<file path="src/cfc_pkg.sv">
// constants, types and field layout of the core feature and clock gate control bank
//
// How it works
// - reserved bits read zero, writes ignored
// - any write accepted, only legal values kept
// - feature register at 0x7F9, features enabled
// - bits 18:16 hold DMA QoS, reset 7
// - bit 10 set forces single issue
// - bit 8 set turns off memory ECC
// - bit 7 set disables secondary ALU
// - bit 6 set makes side-effect stores block
// - side-effect loads always block the pipeline
// - bit 6 resets 0 AHB-Lite, 1 AXI4
// - bit 5 set forces blocking loads, divides
// - bit 4 set disables fast divide
// - bit 3 set disables prediction and return stack
// - bit 2 set stops write buffer merging
// - bit 0 set turns pipelining off
// - override register at 0x7F8, resets all clear
// - bits 8..4 force core unit clocks on
// - bits 3..0 force bus, interrupt, memory clocks
package cfc_pkg;

   ////////////////////////////////////////////////////////////////////////////
   // csr numbers and widths
   localparam int unsigned CSR_ADDR_W = 12;
   localparam int unsigned DATA_W     = 32;
   localparam logic [CSR_ADDR_W-1:0] CLOCK_GATE_OVERRIDE_ADDR     = 12'h7F8;
   localparam logic [CSR_ADDR_W-1:0] FEATURE_DISABLE_CONTROL_ADDR = 12'h7F9;

   ////////////////////////////////////////////////////////////////////////////
   // feature disable field positions
   localparam int unsigned FD_DMA_QOS_LSB      = 16;
   localparam int unsigned FD_DMA_QOS_W        = 3;
   localparam int unsigned FD_SINGLE_ISSUE     = 10;
   localparam int unsigned FD_ECC_CHECK_OFF    = 8;
   localparam int unsigned FD_ALU2_OFF         = 7;
   localparam int unsigned FD_SE_STORE_BLOCK   = 6;
   localparam int unsigned FD_BLOCKING_LD_DIV  = 5;
   localparam int unsigned FD_FAST_DIV_OFF     = 4;
   localparam int unsigned FD_BRANCH_PRED_OFF  = 3;
   localparam int unsigned FD_MERGE_OFF        = 2;
   localparam int unsigned FD_PIPELINE_OFF     = 0;

   // writable bits: 18:16, 10, 8:2, 0
   localparam logic [DATA_W-1:0] FD_WRITE_MASK   = 32'h0007_05FD;
   localparam logic [DATA_W-1:0] FD_RESET_BASE   = 32'h0007_0000;
   localparam logic [DATA_W-1:0] FD_RESET_AXI4   = 32'h0007_0040;

   ////////////////////////////////////////////////////////////////////////////
   // clock gate override field positions
   localparam int unsigned CG_UNITS       = 9;
   localparam int unsigned CG_MISC        = 8;
   localparam int unsigned CG_DECODE      = 7;
   localparam int unsigned CG_EXECUTE     = 6;
   localparam int unsigned CG_FETCH       = 5;
   localparam int unsigned CG_LOAD_STORE  = 4;
   localparam int unsigned CG_BUS         = 3;
   localparam int unsigned CG_INT_CTRL    = 2;
   localparam int unsigned CG_DATA_MEM    = 1;
   localparam int unsigned CG_INSTR_MEM   = 0;
   localparam logic [DATA_W-1:0] CG_WRITE_MASK = 32'h0000_01FF;
   localparam logic [DATA_W-1:0] CG_RESET      = 32'h0000_0000;

   ////////////////////////////////////////////////////////////////////////////
   // types
   typedef enum logic [1:0] {
      CFC_OP_WRITE,
      CFC_OP_SET,
      CFC_OP_CLEAR
   } cfc_op_t;

   typedef struct packed {
      logic                  valid;
      logic                  write;
      cfc_op_t               op;
      logic [CSR_ADDR_W-1:0] addr;
      logic [DATA_W-1:0]     wdata;
   } cfc_csr_req_t;

   typedef struct packed {
      logic [FD_DMA_QOS_W-1:0] dma_qos;
      logic                    single_issue;
      logic                    ecc_check_off;
      logic                    alu2_off;
      logic                    side_effect_store_block;
      logic                    side_effect_load_block;
      logic                    blocking_load_div;
      logic                    fast_div_off;
      logic                    branch_predict_off;
      logic                    write_buffer_merge_off;
      logic                    pipeline_off;
   } cfc_features_t;

endpackage

</file>
<file path="src/cfc_bank.sv">
// core feature disable and clock gate override control bank on the csr port
`timescale 1ns/100ps
`default_nettype none
module cfc_bank #(
   parameter bit BUS_IS_AXI4 = 1'b0
) (
   input  wire logic                                clock,
   input  wire logic                                reset,
   // csr instruction port
   input  wire cfc_pkg::cfc_csr_req_t               csr_req,
   output logic                                     csr_hit,
   output logic                                     csr_rvalid,
   output logic      [cfc_pkg::DATA_W-1:0]          csr_rdata,
   output logic                                     csr_miss,
   // fence tracking
   input  wire logic                                fence_i_done,
   output logic                                     feature_write_unfenced,
   // feature controls to the core units
   output cfc_pkg::cfc_features_t                   features,
   output logic      [cfc_pkg::DATA_W-1:0]          feature_disable_control,
   output logic      [cfc_pkg::DATA_W-1:0]          clock_gate_override,
   // clock gating
   input  wire logic [cfc_pkg::CG_UNITS-1:0]        unit_busy,
   output logic      [cfc_pkg::CG_UNITS-1:0]        unit_clock_en
);

   ////////////////////////////////////////////////////////////////////////////
   // address decode and operation merge

   function automatic logic addr_is(input logic [cfc_pkg::CSR_ADDR_W-1:0] addr,
                                    input logic [cfc_pkg::CSR_ADDR_W-1:0] target);
      addr_is = (addr == target);
   endfunction

   // csrrw/csrrs/csrrc all reduce to a merge of old and written bits
   function automatic logic [cfc_pkg::DATA_W-1:0] merge(input cfc_pkg::cfc_op_t          op,
                                                        input logic [cfc_pkg::DATA_W-1:0] old_value,
                                                        input logic [cfc_pkg::DATA_W-1:0] bits);
      case (op)
         cfc_pkg::CFC_OP_WRITE: merge = bits;
         cfc_pkg::CFC_OP_SET:   merge = old_value | bits;
         cfc_pkg::CFC_OP_CLEAR: merge = old_value & ~bits;
         default:               merge = old_value; // unknown op leaves value untouched
      endcase
   endfunction

   wire logic hit_fd = csr_req.valid & addr_is(csr_req.addr, cfc_pkg::FEATURE_DISABLE_CONTROL_ADDR);
   wire logic hit_cg = csr_req.valid & addr_is(csr_req.addr, cfc_pkg::CLOCK_GATE_OVERRIDE_ADDR);
   wire logic write_fd = hit_fd & csr_req.write;
   wire logic write_cg = hit_cg & csr_req.write;

   wire logic [cfc_pkg::DATA_W-1:0] next_fd = merge(csr_req.op, feature_disable_control, csr_req.wdata);
   wire logic [cfc_pkg::DATA_W-1:0] next_cg = merge(csr_req.op, clock_gate_override, csr_req.wdata);

   // handshake answer is combinational so the core can raise illegal-instruction in the same cycle
   assign csr_hit = hit_fd | hit_cg;

   ////////////////////////////////////////////////////////////////////////////
   // the two registers

   // posted-store blocking reset depends on the bus the core is built with
   localparam logic [cfc_pkg::DATA_W-1:0] FD_RESET =
      BUS_IS_AXI4 ? cfc_pkg::FD_RESET_AXI4 : cfc_pkg::FD_RESET_BASE;

   cfc_warl_reg #(
      .WIDTH       (cfc_pkg::DATA_W),
      .WRITE_MASK  (cfc_pkg::FD_WRITE_MASK),
      .RESET_VALUE (FD_RESET)
   ) u_feature_disable (
      .clock       (clock),
      .reset       (reset),
      .write_en    (write_fd),
      .write_value (next_fd),
      .value       (feature_disable_control)
   );

   cfc_warl_reg #(
      .WIDTH       (cfc_pkg::DATA_W),
      .WRITE_MASK  (cfc_pkg::CG_WRITE_MASK),
      .RESET_VALUE (cfc_pkg::CG_RESET)
   ) u_clock_gate_override (
      .clock       (clock),
      .reset       (reset),
      .write_en    (write_cg),
      .write_value (next_cg),
      .value       (clock_gate_override)
   );

   ////////////////////////////////////////////////////////////////////////////
   // read answer: registered, returns the value before any write in the same request

   wire logic [cfc_pkg::DATA_W-1:0] read_select =
      hit_fd ? feature_disable_control :
      hit_cg ? clock_gate_override : '0;

   always_ff @(posedge clock) begin
      if (reset) begin
         csr_rvalid <= 1'b0;
         csr_rdata  <= '0;
         csr_miss   <= 1'b0;
      end else begin
         csr_rvalid <= csr_hit;
         csr_rdata  <= read_select;
         csr_miss   <= csr_req.valid & ~csr_hit;
      end
   end

   ////////////////////////////////////////////////////////////////////////////
   // fence tracking: flags a feature change not yet followed by fence.i

   // a write in the same cycle as a fence wins, since that fence ran before the write
   always_ff @(posedge clock) begin
      if (reset) begin
         feature_write_unfenced <= 1'b0;
      end else if (write_fd) begin
         feature_write_unfenced <= 1'b1;
      end else if (fence_i_done) begin
         feature_write_unfenced <= 1'b0;
      end
   end

   ////////////////////////////////////////////////////////////////////////////
   // level controls to the units, straight from the register flops except the side-effect load block, which is fixed high

   assign features.dma_qos                 =
      feature_disable_control[cfc_pkg::FD_DMA_QOS_LSB +: cfc_pkg::FD_DMA_QOS_W];
   assign features.single_issue            = feature_disable_control[cfc_pkg::FD_SINGLE_ISSUE];
   assign features.ecc_check_off           = feature_disable_control[cfc_pkg::FD_ECC_CHECK_OFF];
   assign features.alu2_off                = feature_disable_control[cfc_pkg::FD_ALU2_OFF];
   assign features.side_effect_store_block = feature_disable_control[cfc_pkg::FD_SE_STORE_BLOCK];
   // side-effect loads block regardless of any bit, so this level is fixed high
   assign features.side_effect_load_block  = 1'b1;
   assign features.blocking_load_div       = feature_disable_control[cfc_pkg::FD_BLOCKING_LD_DIV];
   assign features.fast_div_off            = feature_disable_control[cfc_pkg::FD_FAST_DIV_OFF];
   assign features.branch_predict_off      = feature_disable_control[cfc_pkg::FD_BRANCH_PRED_OFF];
   assign features.write_buffer_merge_off  = feature_disable_control[cfc_pkg::FD_MERGE_OFF];
   assign features.pipeline_off            = feature_disable_control[cfc_pkg::FD_PIPELINE_OFF];

   ////////////////////////////////////////////////////////////////////////////
   // clock gate enables per unit

   cfc_gate_ctrl #(
      .UNITS         (cfc_pkg::CG_UNITS)
   ) u_gate_ctrl (
      .clock         (clock),
      .reset         (reset),
      .unit_busy     (unit_busy),
      .override      (clock_gate_override[cfc_pkg::CG_UNITS-1:0]),
      .unit_clock_en (unit_clock_en)
   );

endmodule
`default_nettype wire

</file>
<file path="src/cfc_gate_ctrl.sv">
// per-unit clock enables: a unit clocks when busy or when its override is set
`timescale 1ns/100ps
`default_nettype none
module cfc_gate_ctrl #(
   parameter int unsigned UNITS = 9
) (
   input  wire logic             clock,
   input  wire logic             reset,
   input  wire logic [UNITS-1:0] unit_busy,
   input  wire logic [UNITS-1:0] override,
   output logic      [UNITS-1:0] unit_clock_en
);

   initial begin
      if (UNITS < 1) begin
         $error("cfc_gate_ctrl: at least one unit is needed");
      end
   end

   // registered so the gate cells see a clean level; busy is therefore one cycle late,
   // which the units must cover with their own lead time
   for (genvar u = 0; u < UNITS; u++) begin : g_unit
      wire logic next_en = unit_busy[u] | override[u];
      always_ff @(posedge clock) begin
         if (reset) begin
            unit_clock_en[u] <= 1'b0;
         end else begin
            unit_clock_en[u] <= next_en;
         end
      end
   end

endmodule
`default_nettype wire

</file>
<file path="src/cfc_warl_reg.sv">
// one masked read/write control register that keeps only its legal bits
`timescale 1ns/100ps
`default_nettype none
module cfc_warl_reg #(
   parameter int unsigned       WIDTH       = 32,
   parameter logic [WIDTH-1:0]  WRITE_MASK  = '1,
   parameter logic [WIDTH-1:0]  RESET_VALUE = '0
) (
   input  wire logic             clock,
   input  wire logic             reset,
   input  wire logic             write_en,
   input  wire logic [WIDTH-1:0] write_value,
   output logic      [WIDTH-1:0] value
);

   initial begin
      if ((RESET_VALUE & ~WRITE_MASK) != '0) begin
         $error("cfc_warl_reg: reset value sets reserved bits");
      end
   end

   // reserved bits never load, so they read zero whatever is written
   always_ff @(posedge clock) begin
      if (reset) begin
         value <= RESET_VALUE;
      end else if (write_en) begin
         value <= write_value & WRITE_MASK;
      end
   end

endmodule
`default_nettype wire

</file>
<file path="config.mk">
export PLATFORM = sky130hd
export DESIGN_NAME = cfc_bank
export DESIGN_NICKNAME = d
export VERILOG_FILES = /design/src/cfc_pkg.sv /design/src/cfc_bank.sv /design/src/cfc_gate_ctrl.sv /design/src/cfc_warl_reg.sv
export SDC_FILE = /design/constraint.sdc
export NUM_CORES = 1
export LEC_CHECK = 0
export ABC_CLOCK_PERIOD_IN_PS = 1700
export BUFFER_PORTS_ARGS = -buffer_cell sky130_fd_sc_hd__buf_4
export CAP_MARGIN = 25
export CORE_ASPECT_RATIO = 2
export CORE_MARGIN = 1.5
export CORE_UTILIZATION = 41
export DETAILED_ROUTE_END_ITERATION = 16
export GPL_ROUTABILITY_DRIVEN = 0
export GPL_TIMING_DRIVEN = 0
export PLACE_DENSITY_LB_ADDON = 0.25
export SETUP_SLACK_MARGIN = 0.02
export SLEW_MARGIN = 20
export SYNTH_ARGS = -nofsm -noshare
export SYNTH_HDL_FRONTEND = slang
export SYNTH_SLANG_ARGS = --single-unit
</file>
<file path="constraint.sdc">
create_clock -name clock -period 1.7 [get_ports clock]
set_input_delay 0.17 -clock clock [delete_from_list [all_inputs] [get_ports clock]]
set_output_delay 0.17 -clock clock [all_outputs]
set_load 0.1 [all_outputs]
</file>
[Word level (Yosys, flattened, before mapping)]
Index checks and enable logic that the tools add are counted.
Word-level totals
  register bits: 65
  bits in latches: 0
  memory bits (writable): 0
  bits in read-only memories: 0
  memories: 0
Operators by class
  add/subtract/negate cells: 0
  multiply operators: 0
  div/mod/pow operators: 0
  magnitude comparators: 0
  eq/ne operators: 4
  shifts and indexed selects: 0
  muxes and demuxes: 6
  bitwise gates (word level): 22
  reductions and logical operators: 7
Operator list (count)
  case mux 19 bit (3 select lines): 1
  case mux 9 bit (3 select lines): 1
  == test 12 x 11 -> 1 bit (second input constant): 2
  bitwise AND 19 bit: 1
  2-to-1 mux 19 bit: 1
  NOT 19 bit: 1
  OR 19 bit: 1
  OR 1 bit: 10
  bitwise AND 9 bit: 1
  2-to-1 mux 9 bit: 1
  OR 9 bit: 1
  bitwise AND 1 bit: 5
  AND reduction 2 bit: 2
  nonzero test 3 bit: 1
  OR reduction 3 bit: 1
  == test 2 x 1 -> 1 bit (second input constant): 1
  == test 2 bit (second input constant): 1
  zero test 2 bit: 1
  2-to-1 mux 1 bit: 2
  NOT 1 bit: 2
  nonzero test 2 bit: 1
  OR reduction 2 bit: 1

[Longest topological paths before layout]
Gate-level depths: netlist of the first run.
  depth in word-level cells: 5
  gate-level depth with buffers: 7
  mapped depth without buffers: 6

[Modules after synthesis]
A second synthesis of the first run with hierarchy kept.
Second synthesis, totals
  cells, all modules: 499
  area, all modules: 3878.7 µm²
By module, submodules not included
  cfc_bank: times used 1, cells each 368, area an instance 2513.7 µm², seq. area each 700.7 µm²
  cfc_warl_reg at u_feature_disable: times used 1, cells each 60, area an instance 599.3 µm², seq. area each 240.2 µm²
  cfc_warl_reg at u_clock_gate_override: times used 1, cells each 53, area an instance 495.5 µm², seq. area each 180.2 µm²
  cfc_gate_ctrl: times used 1, cells each 18, area an instance 270.3 µm², seq. area each 180.2 µm²

[Worst setup path before layout of the first run]
OpenSTA, ideal clock, no wires.
  path type: in2out
  start: input port csr_req[33] in the netlist's numbering
  end: output port csr_hit
  data arrival time: 1.500 ns
  slack: 0.030 ns
  stages: 3
  buffers on the path: 0
  cell sequence: or3b_4 nor2_1 and3_1
On the way
  word-level cells in the longest chain between the ends: 3
  elaborated cells between the ends (all ways): 5
  those cells by class: 2 x eq/ne; 3 x bitwise
RTL lines
  start, declared: line cfc_bank.sv:10  | input wire cfc_pkg::cfc_csr_req_t csr_req,
  == test 12 x 11 -> 1 bit: line cfc_bank.sv:32  | addr_is = (addr == target);
  bitwise AND 1 bit, on equally long branches: line cfc_bank.sv:47, cfc_bank.sv:48
  OR 1 bit *: line cfc_bank.sv:56  | assign csr_hit = hit_fd | hit_cg;
  end, declared: line cfc_bank.sv:11  | output logic csr_hit,
Every way passes the cells marked *; elsewhere a longest branch is shown, timed or not.

[Final worst setup path of the first run]
  start: input port csr_req[33] in the netlist's numbering
  end: register u_clock_gate_override.value[7]
On the way
  word-level cells in the longest chain between the ends: 4
RTL lines
  == test 12 x 11 -> 1 bit: line cfc_bank.sv:32
  bitwise AND 1 bit: line cfc_bank.sv:48  | wire logic hit_cg = csr_req.valid & addr_is(csr_req.addr, cfc_pkg::CLOCK_GATE_OVERRIDE_ADDR);
  bitwise AND 1 bit: line cfc_bank.sv:50  | wire logic write_cg = hit_cg & csr_req.write;
  AND reduction 2 bit (no source line)
  end signal, assigned: line cfc_warl_reg.sv:27  | value <= write_value & WRITE_MASK;
  end, declared: line cfc_warl_reg.sv:13  | output logic [WIDTH-1:0] value
Every way passes these cells.
A chain may end at the register's enable or synchronous reset.

==> results.md, run 1 <==
- Peak supply drop: 0.547 mV
- Placed cells: just over 500
- TritonCTS clock tree: yes
- Starting Density: 0.421
- Via density per instance: 4.46
- Hold Buf Count CTS: 0
- CP arrival: 1.75 ns
- Outcome: finished clean
- Number of global-route vias before repair: ~2100
- DRC: 0
- Post-CTS Setup Bufs: 0
- Detail Placement HPWL: 5080 um
- Post-Route WL: 6240 um
- Worst R2R Start: u_clock_gate_override.value[7]
- Drt wl/cell: 12.2 um
- Initial antenna violation count: 0
- Final setup fails: 0
- Area of the core: 6010 sq um
- Design Power: 3.06 mW
- Clock slew at reported path FFs: 0.06 ns
- Hold Crit Depth: 3
- Synth area leader: dfxtp_1
- Cts repair resizes: 0
- GR Overflow Total: 0
- Via count: approximately 2300
- WS Path Type: input port to register
- Unique cell type count in the Yosys netlist: 36
- Async SR Flop Fraction: 0
- # IOs: 182
- Reg2reg end: u_clock_gate_override.value[7]
- Mapped Avg Cell Area: 8.94 sq um
- Num CTS Buffers: 5
- Commonest cells in the netlist: 75 x buf_4, 46 x dfxtp_1, 29 x nor2_1
- CP Max Fanout: 9
- Leakage: 2.06 nW
- Comb power frac: 0.345
- WP data required: 1.89 ns
- Htree depth: 2
- Dominant synthesized flop cell: dfxtp_1
- Top cells by area, synth: dfxtp_1 36%, buf_4 22%, a21oi_1 4.9%
- Inserted Diodes: 0
- Rows: 40
- P&R area growth vs syn: 46.5%
- Proportion of layout cells with a drive suffix above 1: 0.441
- Max transition margin: 0.547
- Clock power frac: 0.298
- CTS Sinks: 46
- Global-route wire length before repair: just over 9000 um
- Die Y: 114 um
- EDFF count, synth: 0
- CP Capture Type: register
- Max Cap Viol: 0
- Final slew viol count: 0
- Reg2reg path depth: 2
- Worst Tran Pin Value: 0.679 ns
- Post-route worst setup slack: 0.141 ns
- TritonRoute pass-1 iters: 4
- Nets: 513
- Setup TNS: 0 ns
- Clock Latency Late Sink: 0.29 ns
- Global Route Usage Sum: 0.183
- Post-synthesis register bit count: 46
- Largest net degree at the start of global routing: 13
- Setup Skew: 0.00126 ns
- CP startpoint kind: input port
- Register share of total power: 0.357
- Iter 0 DRT Violations: 51
- Sequential area share after synthesis: 0.364
- Final hold vios: 0
- Pre-CTS WS: -0.162 ns
- Antenna-violating nets left: 0
- Min-Delay Endpoint: u_gate_ctrl.unit_clock_en[6]
- Critical path origin: csr_req[33]
- Period utilization: 0.917
- HP Start: unit_busy[6]
- Fmax: ~0.64 GHz
- Die footprint: 6680 sq um
- Reg-to-reg setup timing slack: 0.84 ns
- Post-layout util: 0.617
- Port buffer count: around 100
- Psw: 1.21 mW
- Count leader, synth: buf_4
- Pint: 1.86 mW
- Root buffer cell: clkbuf_16
- Power per cell area: 826 nW/um^2
- Die width: 58.5 um
- Post-synthesis cell area: roughly 2500 sq um
- Minimum clock period: 1.56 ns
- RSZ-0062 raised after global routing: false
- Worst-case clock buffer depth: 2
- Final std cells w/o fill: ~500
- Ys Warns: 0
- Hold WC Path Type: input port to register
- Post-synthesis cell count: 283
- Sw frac: 0.394
- Post-synth top area share: 0.364
==> critical path: stages <==
cell	delay, ns
buf_4	0.11
or3b_4	0.43
nor4_4	0.56
a21oi_1	0.19
a211oi_1	0.28
==> cell type report <==
cell class	count	area [sq um]
Multi-Input combinational cell	197	1160
Fill cell	591	2300
Tap cell	63	78.8
Buffer	86	622
Timing Repair Buffer	98	736
Inverter	15	56.3
Clock buffer	7	133
Sequential cell	46	921
==> power groups by stage <==
stage                     logic [mW]  clock network [mW]  registers (mW)
after floorplan                0.826                   0            1.21
after global placement          1.04                   0            1.12
after detailed placement        1.05                   0            1.12
after CTS                       1.05               0.941            1.09
after global routing            1.09               0.965            1.09
final                           1.06               0.913            1.09
==> sequential cells by signal, summed over array words and instances (netlist names) <==
| name | count |
|---|---|
| csr_rdata | 13 |
| csr_rvalid | 1 |
| feature_write_unfenced | 1 |
| csr_miss | 1 |
| u_gate_ctrl.unit_clock_en | 9 |
| u_feature_disable.value | 12 |
| u_clock_gate_override.value | 9 |
==> cell families after synthesis <==
kind of cell               synth area share
other                               0.00297
adders and majority gates            0.0198
muxes                                0.0831
and+or+nand+nor                       0.122
AOI/OAI and AO/OA                     0.140
buffers and inverters                 0.268
DFF                                   0.364
==> per-layer routing <==
metal  share of wire  vias to the layer above  track usage
li1                -                     1134            -
met1            0.31                     1029        0.159
met2            0.58                      106        0.351
met3           0.072                       17       0.0475
met4           0.037                        0        0.112
met5               0                        -            0
==> stage by stage <==
stage | cell area, sq um | hold WS, ns
2_1_floorplan | 2760 | 0.280
3_3_place_gp | 3570 | 0.373
3_5_place_dp | 3570 | 0.381
4_1_cts | 3710 | 0.0800
5_1_grt | 3710 | 0.0867
6_report | 3710 | 0.0838
==> placed cells by master, fill, tap and decap left out, types with 2 or more instances in the layout <==
master     netlist  routed
a211oi_1        11      11
ha_1             4       4
clkbuf_16        0       5
nor4_4           2       2
mux2_2           8       8
a21oi_1         25      25
buf_2            2       2
mux2i_1         12      12
nor2b_1          2       2
a21o_1           8       8
inv_1           14      14
a31oi_1          3       3
nand2_1          8       8
nor2_1          29      29
conb_1           2      63
clkbuf_1         7       9
nand4b_1         2       2
dfxtp_1         46      46
and2_1           4       4
and3_1           2       2
buf_4           75     173
buf_6            2       2
==> worst max path at each step <==
stage	endpoint	slack (ns)	depth (start not counted)
finish	u_clock_gate_override.value[7]	0.14	5
floorplan	csr_hit	0.03	3
global route	u_clock_gate_override.value[8]	0.08	6
global placement	u_clock_gate_override.value[8]	-0.17	6
detailed placement	u_clock_gate_override.value[8]	-0.16	6
CTS	u_clock_gate_override.value[7]	0.13	5
(Power assumes the default switching activity.)
==> run 2: changes to the inputs <==
--- a/config.mk
+++ b/config.mk
@@ -10,7 +10,7 @@
 export CAP_MARGIN = 25
 export CORE_ASPECT_RATIO = 2
 export CORE_MARGIN = 1.5
-export CORE_UTILIZATION = 41
+export CORE_UTILIZATION = 48
 export DETAILED_ROUTE_END_ITERATION = 16
 export GPL_ROUTABILITY_DRIVEN = 0
 export GPL_TIMING_DRIVEN = 0
@@ -19,4 +19,5 @@
 export SLEW_MARGIN = 20
 export SYNTH_ARGS = -nofsm -noshare
 export SYNTH_HDL_FRONTEND = slang
+export SYNTH_HIERARCHICAL = 1
 export SYNTH_SLANG_ARGS = --single-unit
==> run 2 against run 1 <==
Net effect: worst setup slack gained 0.25 ns; flip-flop and latch count grew 19; non-clock buffer count grew 8; combinational power shrank 18%; synthesized cell count grew 25%; power grew 47%; clock-buffer cell count grew 4; design area grew 27%; area after synthesis grew 27%; critical path depth shrank 3; wire length grew 12%; critical path type is now register to output port; critical endpoint is now features[0]; highest routed layer unchanged.
==> results.md, run 2 <==
- Outcome: finished clean
- Clock Latency Late Sink: 0.32 ns (+0.03 ns)
- Cts repair resizes: 0 (unchanged)
- Crit path capture: features[0]
- Commonest non-fill, non-tap cell in the layout: buf_4
- Ys Warns: 6 (+6)
- Worst path most repeated cell: buf_4
- Most flop-heavy register: csr_rdata
- CP arrival: 1.14 ns (-0.61 ns)
- Drt wl/cell: 11.4 um (-6.7%)
- GR Overflow Total: 0 (unchanged)
- Post-synthesis cell count: 354 (+25%)
- Delay-heaviest family, CP: buffers and inverters
- Worst R2R Start: u_feature_disable/value[18]
- Die width: 60.8 um (+3.9%)
- Post-Route WL: 6980 um (+12%)
- Power per cell area: 961 nW/um^2 (+16%)
- Register share of total power: 0.342 (-0.015)
- Final std cells w/o fill: 615 (+20%)
- Area of the core: 6520 sq um (+8.5%)
- Largest regs: csr_rdata x32, u_feature_disable/value x12
- Inserted Diodes: 0 (unchanged)
- Period utilization: 0.769 (-0.148)
- Post-route worst setup slack: 0.393 ns (+0.252 ns)
- Die Y: 119 um (+4.0%)
- Setup Skew: 0.00415 ns (+0.00288 ns)
- Proportion of layout cells with a drive suffix above 1: 0.410 (-0.0311)
- Antenna-violating nets left: 0 (unchanged)
- Minimum clock period: 1.31 ns (-0.252 ns)
- Iter 0 DRT Violations: 98 (+92%)
- Leakage: 2.44 nW (+18%)
- Port buffer count: 116 (+18%)
- Reg2reg path depth: 3 (+1)
- Comb power frac: 0.193 (-0.152)
- Crit-path cells: buf_4, buf_4
- RSZ-0062 raised after global routing: false
- Fmax: 0.765 GHz (+19%)
- Sw frac: 0.286 (-0.109)
- WP data required: 1.53 ns (-0.36 ns)
- Num CTS Buffers: 9 (+4)
- WS Path Type: register to output port
- # IOs: 182 (unchanged)
- Largest register FFs: 32 (+19)
- CP Capture Type: output port
- Number of global-route vias before repair: 2483 (+19%)
- Clock slew at reported path FFs: 0.05 ns (about the same)
- Mapped Avg Cell Area: 9.06 sq um (+1.4%)
- Hold WC Path Type: input port to register
- Worst-case clock buffer depth: 2 (unchanged)
- DRC: 0 (unchanged)
- Global Route Usage Sum: 0.204 (+0.0203)
- Root buffer cell: clkbuf_16
- Clock power frac: 0.466 (+0.168)
- DP Area: 4340 sq um (+22%)
- Die footprint: 7210 sq um (+8.0%)
- Reg2reg end: u_feature_disable/value[18]
- Detail Placement HPWL: 5240 um (+3.1%)
- Post-synthesis cell area: 3210 sq um (+27%)
- Post-CTS Setup Bufs: 0 (unchanged)
- Via count: 2636 (+15%)
- WP depth: 2 (-3)
- Setup TNS: 0 ns (unchanged)
- Final hold vios: 0 (unchanged)
- Peak supply drop: 1.03 mV (+89%)
- Max Cap Viol: 0 (unchanged)
- Most frequent cells in the layout: 172 x buf_4, 65 x dfxtp_1, 50 x mux2i_1
- CP startpoint kind: register
- Pre-CTS WS: 0.105 ns (+0.266 ns)
- Final slew viol count: 0 (unchanged)
- TritonCTS clock tree: yes
- Longest individual stage delay on the worst path: 0.41 ns (-0.15 ns)
- Htree depth: 3 (+1)
- Crit path max-delay cell type: dfxtp_1
- Pint: 3.22 mW (+74%)
- Psw: 1.29 mW (+6.7%)
- Largest net degree at the start of global routing: 18 (+5)
- Worst Path Buf+Inv: 2 (+1)
- Via density per instance: 4.29 (-4.0%)
- Initial antenna violation count: 0 (unchanged)
- Final instance area: 4690 sq um (+27%)
- Final setup fails: 0 (unchanged)
- P&R area growth vs syn: 46.1%
- CTS Sinks: 65 (+41%)
- TritonRoute pass-1 iters: 4 (unchanged)
- Rows: 42 (+5.0%)
- Nets: 582 (+13%)
- Placed cells: 599 (+19%)
- Global-route wire length before repair: 11200 um (+21%)
- Reg-to-reg setup timing slack: 0.80 ns (-0.04 ns)
- Critical path origin: u_feature_disable/value[0]
- CP Max Fanout: 5 (-4)
- Hold Buf Count CTS: 0 (unchanged)
- Hold_ws: 0.0494 ns (-0.0344 ns)
- Starting Density: 0.492 (+0.0711)
-- run 2: power groups by stage --
stage	Clock, mW	Combinational [mW]	Sequential (mW)
finish	2.10	0.868	1.54
global route	2.21	0.907	1.54
CTS	2.14	0.859	1.54
detailed placement	0	0.857	1.57
global placement	0	0.853	1.57
floorplan	0	0.644	1.67
-- run 2: layout make-up --
class	count	area (sq um)
fillers	535	1830
multi-input cells	218	1370
flip-flops and latches	65	1300
repair buffers	116	871
plain buffers	76	559
clock buffers	11	243
inverters	36	135
well taps	88	110
clock inverters	5	103
-- run 2: how the worst min path moves through the flow --
stage / from / endpoint / slack, ns / depth (start not counted)
2_1_floorplan: reset / csr_miss / 0.25 / 1
3_3_place_gp: unit_busy[1] / u_gate_ctrl/unit_clock_en[1] / 0.37 / 2
3_5_place_dp: unit_busy[7] / u_gate_ctrl/unit_clock_en[7] / 0.38 / 2
4_1_cts: unit_busy[7] / u_gate_ctrl/unit_clock_en[7] / 0.04 / 2
5_1_grt: unit_busy[5] / u_gate_ctrl/unit_clock_en[5] / 0.04 / 2
6_report: unit_busy[7] / u_gate_ctrl/unit_clock_en[7] / 0.05 / 2
-- run 2: stage by stage --
step,total power [mW],util
finish,4.51,0.719
global route,4.66,0.719
CTS,4.54,0.719
detailed placement,2.43,0.666
global placement,2.43,0.666
floorplan,2.31,-
-- run 2: metal layers --
| layer | global-route usage | vias up | wire [um] |
|---|---|---|---|
| met2 | 0.339 | 102 | 3660 |
| met1 | 0.231 | 1165 | 2670 |
| met3 | 0.0700 | 4 | 589 |
| met5 | 0 | - | 0 |
| met4 | 0.0734 | 0 | 67 |
| li1 | - | 1365 | - |
==> run 3: changes to the inputs <==
--- a/config.mk
+++ b/config.mk
@@ -5,12 +5,12 @@
 export SDC_FILE = /design/constraint.sdc
 export NUM_CORES = 1
 export LEC_CHECK = 0
-export ABC_CLOCK_PERIOD_IN_PS = 1700
+export ABC_CLOCK_PERIOD_IN_PS = 1050
 export BUFFER_PORTS_ARGS = -buffer_cell sky130_fd_sc_hd__buf_4
 export CAP_MARGIN = 25
 export CORE_ASPECT_RATIO = 2
 export CORE_MARGIN = 1.5
-export CORE_UTILIZATION = 48
+export CORE_UTILIZATION = 43
 export DETAILED_ROUTE_END_ITERATION = 16
 export GPL_ROUTABILITY_DRIVEN = 0
 export GPL_TIMING_DRIVEN = 0
==> constraint.sdc (replaced) <==
create_clock -name clock -period 1.05 [get_ports clock]
set_input_delay 0.105 -clock clock [delete_from_list [all_inputs] [get_ports clock]]
set_output_delay 0.105 -clock clock [all_outputs]
set_load 0.1 [all_outputs]
==> run 3 against run 2 <==
Net effect: the flow now finishes with violations (setup timing); critical path depth up 6; cell count grew 4.9%; die area increased by 11%; largest power group unchanged.
==> results.md, run 3 (same netlist as run 2, synthesis figures left out) <==
- Outcome: finished with violations
- Failing checks: setup timing
- Fillcell total: 480 (-10%)
- Crit path max-delay cell type: and4b_2
- Starting Density: 0.441 (-0.0509)
- Hold WC Path Type: input port to register
- Longest individual stage delay on the worst path: 0.32 ns (-0.09 ns)
- Reg2reg path depth: 4 (+1)
- Htree depth: 3 (unchanged)
- TritonRoute pass-1 iters: 4 (unchanged)
- Design Power: 7.07 mW (+57%)
- Setup TNS: -1.67 ns (-1.67 ns)
- Max Cap Viol: 0 (unchanged)
- WP data required: 1.26 ns (-0.27 ns)
- Leakage: 2.73 nW (+12%)
- Placed cells: 603 (+0.67%)
- Comb power frac: 0.210 (+0.017)
- DRC: 0 (unchanged)
- Post-layout util: 0.771 (+0.0512)
- Worst R2R Start: u_feature_disable/value[17]
- Commonest non-fill, non-tap cell in the layout: buf_4
- Sw frac: 0.301 (+0.0157)
- Reg2reg end: u_feature_disable/value[17]
- Pint: 4.94 mW (+53%)
- TritonCTS clock tree: yes
- Most frequent cells in the layout: 92 x buf_4, 65 x buf_6, 49 x mux2i_1
- CP Max Fanout: 7 (+2)
- Die Y: 125 um (+5.5%)
- Inserted Diodes: 0 (unchanged)
- Fmax: 0.849 GHz
- RSZ-0062 raised after global routing: true
- Number of global-route vias before repair: 3058 (+23%)
- P&R area growth vs syn: 74.6%
- Clock Latency Late Sink: 0.33 ns (about the same)
- HP Start: csr_req[47]
- Largest net degree at the start of global routing: 18 (unchanged)
- Max transition margin: 0.659
- Reg-to-reg setup timing slack: 0.03 ns (-0.77 ns)
- Antenna-violating nets left: 0 (unchanged)
- Num CTS Buffers: 9 (unchanged)
- Largest regs: csr_rdata x32, u_feature_disable/value x12
- Via density per instance: 4.60 (+7.2%)
- Minimum clock period: ~1.2 ns
- Global Route Usage Sum: 0.234 (+0.0303)
- Psw: 2.13 mW (+66%)
- Port buffer count: 116 (unchanged)
- Area of the core: 7270 sq um (+12%)
- Final setup fails: 33 (+33)
- Crit-path cells: buf_6, and4b_2, nand4_1, nor2_1, buf_6, clkbuf_16, mux2i_1, nor2_1
- Drt wl/cell: 14.8 um (+31%)
- DP Area: 4400 sq um (+1.4%)
- Pre-CTS WS: -0.471 ns (-0.576 ns)
- Most flop-heavy register: csr_rdata
- Rows: 44 (+4.8%)
- CP Capture Type: register
- Hold_ws: 0.0362 ns (-0.0132 ns)
- Clock slew at reported path FFs: 0.05 ns (about the same)
- Die width: 64.1 um (+5.4%)
- Final instance area: 5600 sq um (+19%)
- Proportion of layout cells with a drive suffix above 1: 0.459 (+0.0494)
- Power per cell area: 1260 nW/um^2 (+31%)
- Post-Route WL: 9570 um (+37%)
- Nets: 608 (+4.5%)
- Clock power frac: 0.444 (-0.022)
- Detail Placement HPWL: 6160 um (+18%)
- Final hold vios: 0 (unchanged)
- Final slew viol count: 0 (unchanged)
- WS Path Type: input port to register
- Period utilization: 1.12
- Initial antenna violation count: 0 (unchanged)
- Final std cells w/o fill: 645 (+4.9%)
- Worst Tran Pin Value: around 0.51 ns
- Setup Skew: 0.00292 ns (-0.00123 ns)
- Global-route wire length before repair: 14400 um (+29%)
- # IOs: 182 (unchanged)
- Peak supply drop: 1.22 mV (+17%)
- Root buffer cell: clkbuf_16
- CTS Sinks: 65 (unchanged)
- CP arrival: 1.39 ns (+0.25 ns)
- Post-route worst setup slack: -0.128 ns (-0.521 ns)
- Register share of total power: 0.346 (+0.004)
- CP startpoint kind: input port
- Iter 0 DRT Violations: 119 (+21%)
- Hold Crit Depth: 2 (unchanged)
- Die footprint: 8020 sq um (+11%)
- Worst-case clock buffer depth: 2 (unchanged)
- Min-Delay Endpoint: csr_miss
- Largest register FFs: 32 (unchanged)
- GR Overflow Total: 0 (unchanged)
- Via count: 2965 (+12%)
run 3: cell count changes in the layout (fill, tap and decap cells not counted), sizes merged:
cell | before | now
bufinv | 3 | 1
buf | 187 | 203
dlygate4sd3 | 0 | 9
clkinv | 1 | 0
clkinvlp | 1 | 0
clkbuf | 16 | 21
run 3: final cells by class:
type                    instances  area, sq um  area share
clock inverters                 1         30.0     0.00536
repair buffers                142         1680       0.299
clock buffers                  15          289      0.0516
well taps                      92          115      0.0206
plain buffers                  76          604       0.108
multi-input cells             218         1370       0.245
flip-flops and latches         65         1380       0.246
inverters                      36          135      0.0241
run 3: routing by layer:
| layer | share of wire | global-route usage |
|---|---|---|
| met4 | 0.030 | 0.115 |
| met1 | 0.30 | 0.203 |
| met5 | 0 | 0 |
| met3 | 0.081 | 0.0872 |
| met2 | 0.58 | 0.446 |
run 3: repair_timing:
action | 4_1_cts | 5_1_grt
gates resized for setup | 143 | 24
hold buffers | 9 | 0
hold endpoints to repair | 9 | 0
endpoints found under the setup margin | 94 | 53
pin swaps | 4 | 8
gates cloned | 0 | 1
buffers inserted | 13 | 3
run 3: worst max-delay path, delay by kind of cell:
kind                   cells  cell delay [ns]
buffers and inverters      3             0.40
AND/OR/NAND/NOR            4             0.71
multiplexers               1             0.17
run 3: worst max-delay path by stage:
| stage | slack (ns) | to | from | depth (start not counted) |
|---|---|---|---|---|
| finish | -0.13 | u_feature_disable/value[7] | csr_req[43] | 8 |
| global route | -0.19 | u_feature_disable/value[8] | csr_req[43] | 8 |
| CTS | -0.07 | u_feature_disable/value[7] | csr_req[43] | 8 |
| detailed placement | -0.47 | u_feature_disable/value[10] | csr_req[34] | 8 |
| global placement | -0.46 | u_feature_disable/value[4] | csr_req[34] | 8 |
| floorplan | -0.23 | u_feature_disable/value[10] | csr_req[34] | 7 |
run 3: power groups by stage:
| stage | registers (mW) | clock network [mW] | logic, mW |
|---|---|---|---|
| floorplan | 2.67 | 0 | 1.04 |
| global placement | 2.52 | 0 | 1.38 |
| detailed placement | 2.52 | 0 | 1.39 |
| CTS | 2.46 | 3.19 | 1.44 |
| global route | 2.45 | 3.32 | 1.54 |
| finish | 2.45 | 3.14 | 1.49 |
